[src/pls_pkg.sv]
// ==========================================================================
// Link control and status register bank: shared definitions
// ==========================================================================
package pls_pkg;

  // ========================================================================
  // Bus geometry
  // ========================================================================
  localparam int PLS_ADDR_W = 12;
  localparam int PLS_DATA_W = 32;
  localparam int PLS_SEL_W  = 4;

  // ========================================================================
  // Register offsets (byte addresses)
  // ========================================================================
  localparam logic [PLS_ADDR_W-1:0] PLS_OFF_LINK_CAP  = 12'h04c;
  localparam logic [PLS_ADDR_W-1:0] PLS_OFF_LINK_CTST = 12'h050;

  // ========================================================================
  // Field layout
  // ========================================================================
  localparam int PLS_MLW_LSB      = 4;
  localparam int PLS_MLW_MSB      = 9;
  localparam int PLS_LANE_LSB     = 20;
  localparam int PLS_LANE_MSB     = 25;
  localparam int PLS_RSVD_BIT     = 26;
  localparam int PLS_TRAIN_BIT    = 27;
  localparam int PLS_SCLK_BIT     = 28;
  localparam int PLS_DLLA_BIT     = 29;
  localparam int PLS_BWMGT_BIT    = 30;
  localparam int PLS_AUTOBW_BIT   = 31;
  localparam int PLS_WIDTH_W      = 6;
  localparam int PLS_BYTE_W       = 8;

  // ========================================================================
  // Width codes and reset values
  // ========================================================================
  localparam logic [PLS_WIDTH_W-1:0] PLS_W_X1      = 6'h01;
  localparam logic [PLS_WIDTH_W-1:0] PLS_W_X2      = 6'h02;
  localparam logic [PLS_WIDTH_W-1:0] PLS_W_X4      = 6'h04;
  localparam logic [PLS_WIDTH_W-1:0] PLS_W_NONE    = 6'h00;
  localparam logic [PLS_WIDTH_W-1:0] PLS_MLW_RST   = 6'h04;
  localparam logic                   PLS_SCLK_RST  = 1'b0;
  localparam logic [PLS_DATA_W-1:0]  PLS_DATA_ZERO = 32'h0000_0000;

  // ========================================================================
  // Bus carriers
  // ========================================================================
  typedef struct packed {
    logic                  cyc;
    logic                  stb;
    logic                  we;
    logic [PLS_ADDR_W-1:0] adr;
    logic [PLS_SEL_W-1:0]  sel;
    logic [PLS_DATA_W-1:0] dat;
  } pls_wb_req_t;

  typedef struct packed {
    logic                  ack;
    logic [PLS_DATA_W-1:0] dat;
  } pls_wb_rsp_t;

endpackage

[src/pls_link_ctl_status.sv]
`timescale 1ns/100ps

// Summary of operation
// (RULE1) Report lane count as one-hot six-bit code
// (RULE2) Unsupported width limit: echo limit value instead
// (RULE3) Supported limit, training failed: report zero
// (RULE4) Slot clock bit loaded by application, resets zero
// (RULE5) Bits 31, 30, 29 always read zero
// (RULE6) Bits 27 and 26 always read zero
// (RULE7) Width limit writable; invalid code keeps default
// (RULE8) Writes to read-only fields are ignored
module pls_link_ctl_status (
  // Clock and reset
  input  wire logic                            clk_in,
  input  wire logic                            rst_in,
  // Wishbone slave
  input  wire pls_pkg::pls_wb_req_t            wb_req_in,
  output pls_pkg::pls_wb_rsp_t                 wb_rsp_out,
  // Link status from the physical layer
  input  wire logic                            link_trained_in,
  input  wire logic [pls_pkg::PLS_WIDTH_W-1:0] link_width_in,
  // Application clocking strap
  input  wire logic                            slot_clk_load_in,
  input  wire logic                            slot_clk_value_in,
  // Controls toward the link
  output logic      [pls_pkg::PLS_WIDTH_W-1:0] max_width_out,
  output logic      [pls_pkg::PLS_WIDTH_W-1:0] lane_count_out,
  output logic                                 common_clk_out
);
  import pls_pkg::*;

  // ========================================================================
  // Helpers
  // ========================================================================
  function automatic logic width_ok(input logic [PLS_WIDTH_W-1:0] code);
    width_ok = (code == PLS_W_X1) || (code == PLS_W_X2) || (code == PLS_W_X4);
  endfunction

  function automatic logic [PLS_DATA_W-1:0] lane_merge(
    input logic [PLS_DATA_W-1:0] old_word,
    input logic [PLS_DATA_W-1:0] new_word,
    input logic [PLS_SEL_W-1:0]  sel
  );
    logic [PLS_DATA_W-1:0] res;
    res = old_word;
    for (int i = 0; i < PLS_SEL_W; i++) begin
      if (sel[i]) begin
        res[i*PLS_BYTE_W +: PLS_BYTE_W] = new_word[i*PLS_BYTE_W +: PLS_BYTE_W];
      end
    end
    lane_merge = res;
  endfunction

  // ========================================================================
  // State
  // ========================================================================
  logic [PLS_WIDTH_W-1:0] mlw_ff;
  logic [PLS_WIDTH_W-1:0] nxt_mlw;
  logic [PLS_WIDTH_W-1:0] lane_cnt_ff;
  logic [PLS_WIDTH_W-1:0] nxt_lane_cnt;
  logic [PLS_WIDTH_W-1:0] eff_width_ff;
  logic                   sclk_ff;
  logic                   ack_ff;
  logic [PLS_DATA_W-1:0]  rdat_ff;
  logic                   ack_ctst_ff;
  logic                   req_go;
  logic                   wr_cap;
  logic [PLS_DATA_W-1:0]  cap_word;
  logic [PLS_DATA_W-1:0]  ctst_word;
  logic [PLS_DATA_W-1:0]  cap_merged;
  logic [PLS_DATA_W-1:0]  rd_word;

  // ========================================================================
  // Bus decode
  // ========================================================================
  // Ack is registered, so each request answers one cycle later and
  // the ack drops on its own in the following cycle.
  assign req_go = wb_req_in.cyc && wb_req_in.stb && !ack_ff;
  assign wr_cap = req_go && wb_req_in.we && (wb_req_in.adr == PLS_OFF_LINK_CAP);

  always_comb begin
    cap_word = PLS_DATA_ZERO;
    cap_word[PLS_MLW_MSB:PLS_MLW_LSB] = mlw_ff;
  end

  always_comb begin
    ctst_word = PLS_DATA_ZERO;
    // (RULE1) Lane count field
    ctst_word[PLS_LANE_MSB:PLS_LANE_LSB] = lane_cnt_ff;
    // (RULE4) Slot clock bit
    ctst_word[PLS_SCLK_BIT] = sclk_ff;
    // (RULE5) Bandwidth, active bits zero
    ctst_word[PLS_AUTOBW_BIT] = 1'b0;
    ctst_word[PLS_BWMGT_BIT]  = 1'b0;
    ctst_word[PLS_DLLA_BIT]   = 1'b0;
    // (RULE6) Training, reserved zero
    ctst_word[PLS_TRAIN_BIT] = 1'b0;
    ctst_word[PLS_RSVD_BIT]  = 1'b0;
  end

  always_comb begin
    case (wb_req_in.adr)
      PLS_OFF_LINK_CAP:  rd_word = cap_word;
      PLS_OFF_LINK_CTST: rd_word = ctst_word;
      default:           rd_word = PLS_DATA_ZERO;
    endcase
  end

  // ========================================================================
  // Bus answer
  // ========================================================================
  always_ff @(posedge clk_in or posedge rst_in) begin
    if (rst_in) begin
      ack_ff <= 1'b0;
    end else begin
      ack_ff <= req_go;
    end
  end

  // Unmapped reads return zero; unmapped writes are acked and dropped
  always_ff @(posedge clk_in or posedge rst_in) begin
    if (rst_in) begin
      rdat_ff <= PLS_DATA_ZERO;
    end else if (req_go && !wb_req_in.we) begin
      rdat_ff <= rd_word;
    end
  end

  always_ff @(posedge clk_in or posedge rst_in) begin
    if (rst_in) begin
      ack_ctst_ff <= 1'b0;
    end else begin
      ack_ctst_ff <= req_go && !wb_req_in.we && (wb_req_in.adr == PLS_OFF_LINK_CTST);
    end
  end

  assign wb_rsp_out.ack = ack_ff;
  assign wb_rsp_out.dat = rdat_ff;

  // ========================================================================
  // Width limit
  // ========================================================================
  always_comb begin
    cap_merged = lane_merge(cap_word, wb_req_in.dat, wb_req_in.sel);
    nxt_mlw    = mlw_ff;
    // (RULE7) Width limit write
    if (wr_cap) begin
      nxt_mlw = cap_merged[PLS_MLW_MSB:PLS_MLW_LSB];
    end
  end

  always_ff @(posedge clk_in or posedge rst_in) begin
    if (rst_in) begin
      mlw_ff <= PLS_MLW_RST;
    end else begin
      mlw_ff <= nxt_mlw;
    end
  end

  // Reserved codes are stored as written so software reads them back,
  // but the link itself only ever sees a legal width.
  always_ff @(posedge clk_in or posedge rst_in) begin
    if (rst_in) begin
      eff_width_ff <= PLS_MLW_RST;
    end else begin
      // (RULE7) Invalid keeps default
      eff_width_ff <= width_ok(mlw_ff) ? mlw_ff : PLS_MLW_RST;
    end
  end

  assign max_width_out = eff_width_ff;

  // ========================================================================
  // Negotiated lane count
  // ========================================================================
  always_comb begin
    // (RULE2) Echo unsupported limit
    if (!width_ok(mlw_ff)) begin
      nxt_lane_cnt = mlw_ff;
    // (RULE3) Failed training reads zero
    end else if (!link_trained_in) begin
      nxt_lane_cnt = PLS_W_NONE;
    // (RULE1) Report negotiated width
    end else begin
      nxt_lane_cnt = link_width_in;
    end
  end

  always_ff @(posedge clk_in or posedge rst_in) begin
    if (rst_in) begin
      lane_cnt_ff <= PLS_W_NONE;
    end else begin
      lane_cnt_ff <= nxt_lane_cnt;
    end
  end

  assign lane_count_out = lane_cnt_ff;

  // ========================================================================
  // Slot clock configuration
  // ========================================================================
  // (RULE8) Only the application loads it
  always_ff @(posedge clk_in or posedge rst_in) begin
    if (rst_in) begin
      sclk_ff <= PLS_SCLK_RST;
    end else if (slot_clk_load_in) begin
      // (RULE4) Application loads value
      sclk_ff <= slot_clk_value_in;
    end
  end

  assign common_clk_out = sclk_ff;
endmodule

[config.mk]
export PLATFORM = sky130hd
export DESIGN_NAME = pls_link_ctl_status
export DESIGN_NICKNAME = d
export VERILOG_FILES = /design/src/pls_pkg.sv /design/src/pls_link_ctl_status.sv
export SDC_FILE = /design/constraint.sdc
export NUM_CORES = 1
export LEC_CHECK = 0
export BUFFER_PORTS_ARGS = -buffer_cell sky130_fd_sc_hd__buf_2
export CAP_MARGIN = 25
export CORE_MARGIN = 2
export CORE_UTILIZATION = 30
export CTS_CLUSTER_SIZE = 24
export DETAILED_ROUTE_END_ITERATION = 8
export PLACE_DENSITY = 0.67
export SYNTH_ARGS = -nofsm -noshare
export SYNTH_HDL_FRONTEND = slang
export SYNTH_SLANG_ARGS = --single-unit
[constraint.sdc]
create_clock -name clk_in -period 1.9 [get_ports clk_in]
set_input_delay 0.095 -clock clk_in [delete_from_list [all_inputs] [get_ports clk_in]]
set_output_delay 0.095 -clock clk_in [all_outputs]
set_load 0.01 [all_outputs]
==> results.json, run 1 <==
{
  "grtUsageTotal": 0.121,
  "cts_max_level": 2,
  "pre_cts_slack_ns": 0.325,
  "rsz0062_at_grt": "false",
  "cts_hold_buf": 1,
  "ys_seq_area_frac": 0.567,
  "tns_ns": 0,
  "synth_seq_cells": 33,
  "maxSlewViolCount": 0,
  "period_share": 0.820,
  "core_area_um2": 4720,
  "drt_pre_antenna_iters": 4,
  "ff2ff_path_depth": 4,
  "clk-insertion-delay-late_ns": 0.28,
  "yosys_warnings": 0,
  "startpoint_type": "flop",
  "power_density_nw_per_um2": 828,
  "routed_wl_um": 3000,
  "chipHeight_um": 73.8,
  "gp_congestion": 0.730,
  "antenna_found_initial": 0,
  "synth_edf_count": 0,
  "gr-total-overflow": 0,
  "status": "complete, no violations",
  "report.power.total_uw": 1590,
  "critPathTopFamily": "simple AND/OR/NAND/NOR gates",
  "synth.avg_cell_area_um2": 12.3,
  "async_reset_ff_frac": 1.00,
  "synth_top_area_cell": "dfrtp_1",
  "fmax_mhz": 642,
  "cp.depth": 4,
  "drv_cap": 0,
  "worstReg2RegEnd": "rdat_ff[6]",
  "cts_buffer_depth": 2,
  "cp.buffers_inverters": 0,
  "p_leak_uw": 0.00108,
  "wire_per_inst_um": 11.7,
  "period_minus_slack_ns": 1.56,
  "area_growth_pct": 31.2,
  "worstHoldPathType": "primary input to flop",
  "worstPathMaxFanout": 6,
  "cts_tree": "built",
  "final-seq-area_um2": 828,
  "slew_headroom": 0.608,
  "vias": 1037,
  "io_pins": 108,
  "mostFrequentLayoutCells": "buf_2 (60), dfrtp_1 (31), conb_1 (22)",
  "critPathMaxStageDelay_ns": 0.47,
  "synth_top_area_frac": 0.531,
  "reg2reg_slack_ns": 0.34,
  "fillers": 475,
  "grt_pass1_wl_um": 4800,
  "cts_sinks": 33,
  "post_cts_resized": 0,
  "layout_commonest_cell": "buf_2",
  "ant_nets": 0,
  "dp_hpwl_um": 2310,
  "worst_hold_slack_ns": 0.0413,
  "required_ns": 2.12,
  "worstSetupStartpoint": "ack_ff",
  "die_w_um": 73.8,
  "cts.root.buffer_cell": "clkbuf_8",
  "numCtsBuffers": 5,
  "max-vdd-ir-drop_mv": 0.311,
  "hold_viol": 0,
  "synth_cell_types": 26,
  "multi_input_area_um2": 539,
  "cts_setup_buffers": 0,
  "start_util": 0.309,
  "drt_iter0_markers": 20,
  "worstPathArrival_ns": 1.78,
  "cp-end-kind": "flop",
  "grt_pass1_vias": 1067,
  "cp-endpoint": "rdat_ff[6]",
  "netlist_area_um2": 1460,
  "n_antenna_cell": 0,
  "drt-vias-per-instance": 4.05,
  "worst_pin_slew_ns": 0.585,
  "r2r_start": "ack_ff",
  "setup_violations": 0,
  "layout_setup_ws_ns": 0.343,
  "crit_type": "flop to flop",
  "crit_slowest_cell": "nor4_4",
  "rows": 25,
  "path_cells": "nand3b_4 > or2_1 > nor4_4 > a22o_1",
  "grt_max_degree": 34,
  "clkTransAtPathRegs_ns": 0.07,
  "drive_above_1_share": 0.434,
  "dieArea_um2": 5450,
  "drcViolationCount": 0,
  "postSynthCellCount": 119,
  "ys_top_cells_by_area": "dfrtp_1 (53%), buf_4 (10%), a22o_1 (7.8%)",
  "synthFlopType": "dfrtp_1",
  "io_buffers": 60,
  "fin_nets": 250,
  "finClkSkew_ns": 0.00460
}
[sequential cells by signal, indices dropped and copies added (netlist names)]
name,count
lane_count_out,6
mlw_ff,6
common_clk_out,1
max_width_out,6
rdat_ff,13
ack_ff,1
[area by class of cell]
type | instances | share of cell area
Sequential cell | 33 | 0.432
Multi-Input combinational cell | 83 | 0.281
Timing Repair Buffer | 63 | 0.170
Tap cell | 67 | 0.0437
Clock buffer | 5 | 0.0359
Clock inverter | 3 | 0.0339
Inverter | 2 | 0.00391
[power breakdown]
group          leakage, uW  switching [uW]  internal, uW  total (uW)
combinational     0.000565            63.7          41.6         105
sequential        0.000444            2.99           709         712
clock            0.0000681             250           521         771
[worst min-delay path by stage]
stage / depth (start not counted) / start / end
finish: 2 / slot_clk_value_in / common_clk_out
global route: 2 / wb_req_in[9] / mlw_ff[5]
CTS: 2 / wb_req_in[8] / mlw_ff[4]
detailed placement: 3 / rst_in / rdat_ff[28]
global placement: 3 / rst_in / rdat_ff[28]
floorplan: 1 / rst_in / ack_ff
[cells in the mapped netlist (3+ instances only)]
cell	n
o21bai_1	3
nor2_1	4
a22o_1	13
buf_4	20
nand2_1	12
dfrtp_1	31
o21ai_0	4
nor3_1	3
mux2_2	7
[through the flow]
stage	utilization	area (um2)	cells
after global routing	0.406	1920	256
after floorplan	-	1540	140
after CTS	0.406	1920	256
after global placement	0.376	1770	247
final	0.406	1920	256
after detailed placement	0.376	1770	247
[cell families (layout without fill, tap and decap cells)]
group | after synthesis | in the layout | synth area share
AOI/OAI and AO/OA | 21 | 21 | 0.112
xor gates and xnor gates | 1 | 1 | 0.00599
buffers and inverters | 24 | 73 | 0.118
DFF | 33 | 33 | 0.567
muxes | 7 | 7 | 0.0539
other | 1 | 22 | 0.00257
and+or+nand+nor | 32 | 32 | 0.140
[metal layers]
layer | part of all wire | GRT usage | vias up
met2 | 0.49 | 0.208 | 42
met1 | 0.39 | 0.123 | 476
li1 | - | - | 510
met4 | 0.022 | 0.0606 | 0
met5 | 0 | 0 | -
met3 | 0.095 | 0.0535 | 9
Power figures use the tool's default switching activity.
==> inputs of run 2 (changes only) <==
--- a/config.mk
+++ b/config.mk
@@ -11,7 +11,7 @@
 export CORE_UTILIZATION = 30
 export CTS_CLUSTER_SIZE = 24
 export DETAILED_ROUTE_END_ITERATION = 8
-export PLACE_DENSITY = 0.67
+export PLACE_DENSITY = 0.69
 export SYNTH_ARGS = -nofsm -noshare
 export SYNTH_HDL_FRONTEND = slang
 export SYNTH_SLANG_ARGS = --single-unit
==> constraint.sdc (replaced) <==
create_clock -name clk_in -period 1.3 [get_ports clk_in]
set_input_delay 0.065 -clock clk_in [delete_from_list [all_inputs] [get_ports clk_in]]
set_output_delay 0.065 -clock clk_in [all_outputs]
set_load 0.01 [all_outputs]
==> run 2 against run 1 <==
The run now ends with negative setup slack left. Non-clock buffer count increased by 12. Die area unchanged. Clock skew increased by 0.00063 ns. Critical endpoint is now mlw_ff[1]. Highest routed layer unchanged.
==> results.json, run 2 (synthesis results as in run 1) <==
{
  "grt_pass1_vias": 1041,
  "wire_per_inst_um": 11.2,
  "io_pins": 108,
  "multi_input_area_um2": 576,
  "grtUsageTotal": 0.115,
  "worst_hold_slack_ns": 0.0170,
  "grt_pass1_wl_um": 4640,
  "grt_max_degree": 34,
  "drt-vias-per-instance": 4.15,
  "hold_depth": 2,
  "mostFrequentLayoutCells": "buf_2 (61), dfrtp_1 (31), conb_1 (22)",
  "worstReg2RegEnd": "mlw_ff[1]",
  "final-seq-area_um2": 828,
  "largest_reg_flops": 13,
  "path_cells": "nand3b_4 > nor3_4 > nand4_1 > mux2_4",
  "finClkSkew_ns": 0.00523,
  "cp.buffers_inverters": 0,
  "max-vdd-ir-drop_mv": 0.471,
  "period_share": 1.08,
  "core_area_um2": 4720,
  "cts_buffer_depth": 2,
  "dp_hpwl_um": 2330,
  "numCtsBuffers": 5,
  "fillers": 444,
  "rows": 25,
  "power_density_nw_per_um2": 1000,
  "violations": "negative setup slack",
  "placed_cell_area_um2": 1830,
  "cts_tree": "built",
  "worstPathMaxFanout": 4,
  "ff2ff_path_depth": 4,
  "required_ns": 1.46,
  "min-delay-start": "wb_req_in[9]",
  "p_leak_uw": 0.00115,
  "crit_type": "flop to flop",
  "maxSlewViolCount": 0,
  "gp_congestion": 0.726,
  "min_to": "mlw_ff[5]",
  "reg2reg_slack_ns": -0.10,
  "hold_viol": 0,
  "layout_setup_ws_ns": -0.104,
  "fin_nets": 262,
  "rsz0062_at_grt": "true",
  "routed_wl_um": 2990,
  "critPathMaxStageDelay_ns": 0.37,
  "cts.root.buffer_cell": "clkbuf_8",
  "vias": 1111,
  "die_w_um": 73.8,
  "cp-end-kind": "flop",
  "r2r_start": "ack_ff",
  "start_util": 0.309,
  "drcViolationCount": 0,
  "regMostFlops": "rdat_ff",
  "drt_iter0_markers": 48,
  "drive_above_1_share": 0.493,
  "ant_nets": 0,
  "setup_violations": 19,
  "area_growth_pct": 38.3,
  "period_minus_slack_ns": 1.40,
  "dieArea_um2": 5450,
  "worstPathArrival_ns": 1.56,
  "fmax_mhz": 712,
  "drt_pre_antenna_iters": 4,
  "n_antenna_cell": 0,
  "final_area_um2": 2020,
  "io_buffers": 60,
  "antenna_found_initial": 0,
  "cts_max_level": 2,
  "tns_ns": -0.911,
  "drv_cap": 0,
  "chipHeight_um": 73.8,
  "gr-total-overflow": 0,
  "worstHoldPathType": "primary input to flop",
  "startpoint_type": "flop",
  "cts_sinks": 33,
  "clkTransAtPathRegs_ns": 0.07,
  "critPathTopFamily": "simple AND/OR/NAND/NOR gates",
  "status": "finished, violations left",
  "layout_commonest_cell": "buf_2",
  "clk-insertion-delay-late_ns": 0.28,
  "crit_slowest_cell": "dfrtp_1"
}
[run 2: changes by cell type in the layout (fill, tap and decap cells not counted), sizes merged]
cell and change:
clkbuf +2, buf +12, bufinv -2
[run 2: routing by layer]
metal | global-route usage | wire, um | up-vias
met2 | 0.197 | 1510 | 51
met1 | 0.127 | 1230 | 521
met3 | 0.0494 | 233 | 2
met5 | 0 | 0 | -
met4 | 0.0424 | 15 | 0
li1 | - | - | 537
[run 2: layout make-up]
cell class	instances	share of cell area
clock buffers	7	0.0477
multi-input cells	83	0.285
clock inverters	1	0.00248
inverters	2	0.00372
repair buffers	75	0.210
well taps	67	0.0415
flip-flops and latches	33	0.410
[run 2: through the flow]
| step | instances | setup WS [ns] | total power, uW | utilization |
|---|---|---|---|---|
| 6_report | 268 | -0.104 | 2030 | 0.428 |
| 4_1_cts | 265 | -0.143 | 2050 | 0.415 |
| 3_5_place_dp | 255 | -0.180 | 1210 | 0.388 |
| 2_1_floorplan | 140 | -0.0335 | 1180 | - |
| 3_3_place_gp | 255 | -0.111 | 1210 | 0.388 |
| 5_1_grt | 268 | -0.173 | 2120 | 0.428 |
[run 2: worst max-delay path by stage]
stage | to | start | slack, ns | depth (start not counted)
after floorplan | mlw_ff[0] | ack_ff | -0.03 | 4
after global placement | mlw_ff[0] | ack_ff | -0.11 | 4
after detailed placement | mlw_ff[1] | ack_ff | -0.18 | 4
after CTS | mlw_ff[1] | ack_ff | -0.14 | 4
after global routing | mlw_ff[1] | ack_ff | -0.17 | 4
final | mlw_ff[1] | ack_ff | -0.10 | 4
[run 2: timing repair]
action                                  in CTS  in global routing
endpoints found under the setup margin      25                 27
pin swaps                                    2                 12
gates cloned                                 0                  1
gates resized for setup                      1                 13
buffers inserted                             1                  2
hold buffers                                 1                  0
hold endpoints to repair                    31                  0
[run 2: report_power, final]
| group | internal [uW] | switching (uW) |
|---|---|---|
| combinational | 66.0 | 97.9 |
| sequential | 1040 | 4.14 |
| clock | 478 | 344 |
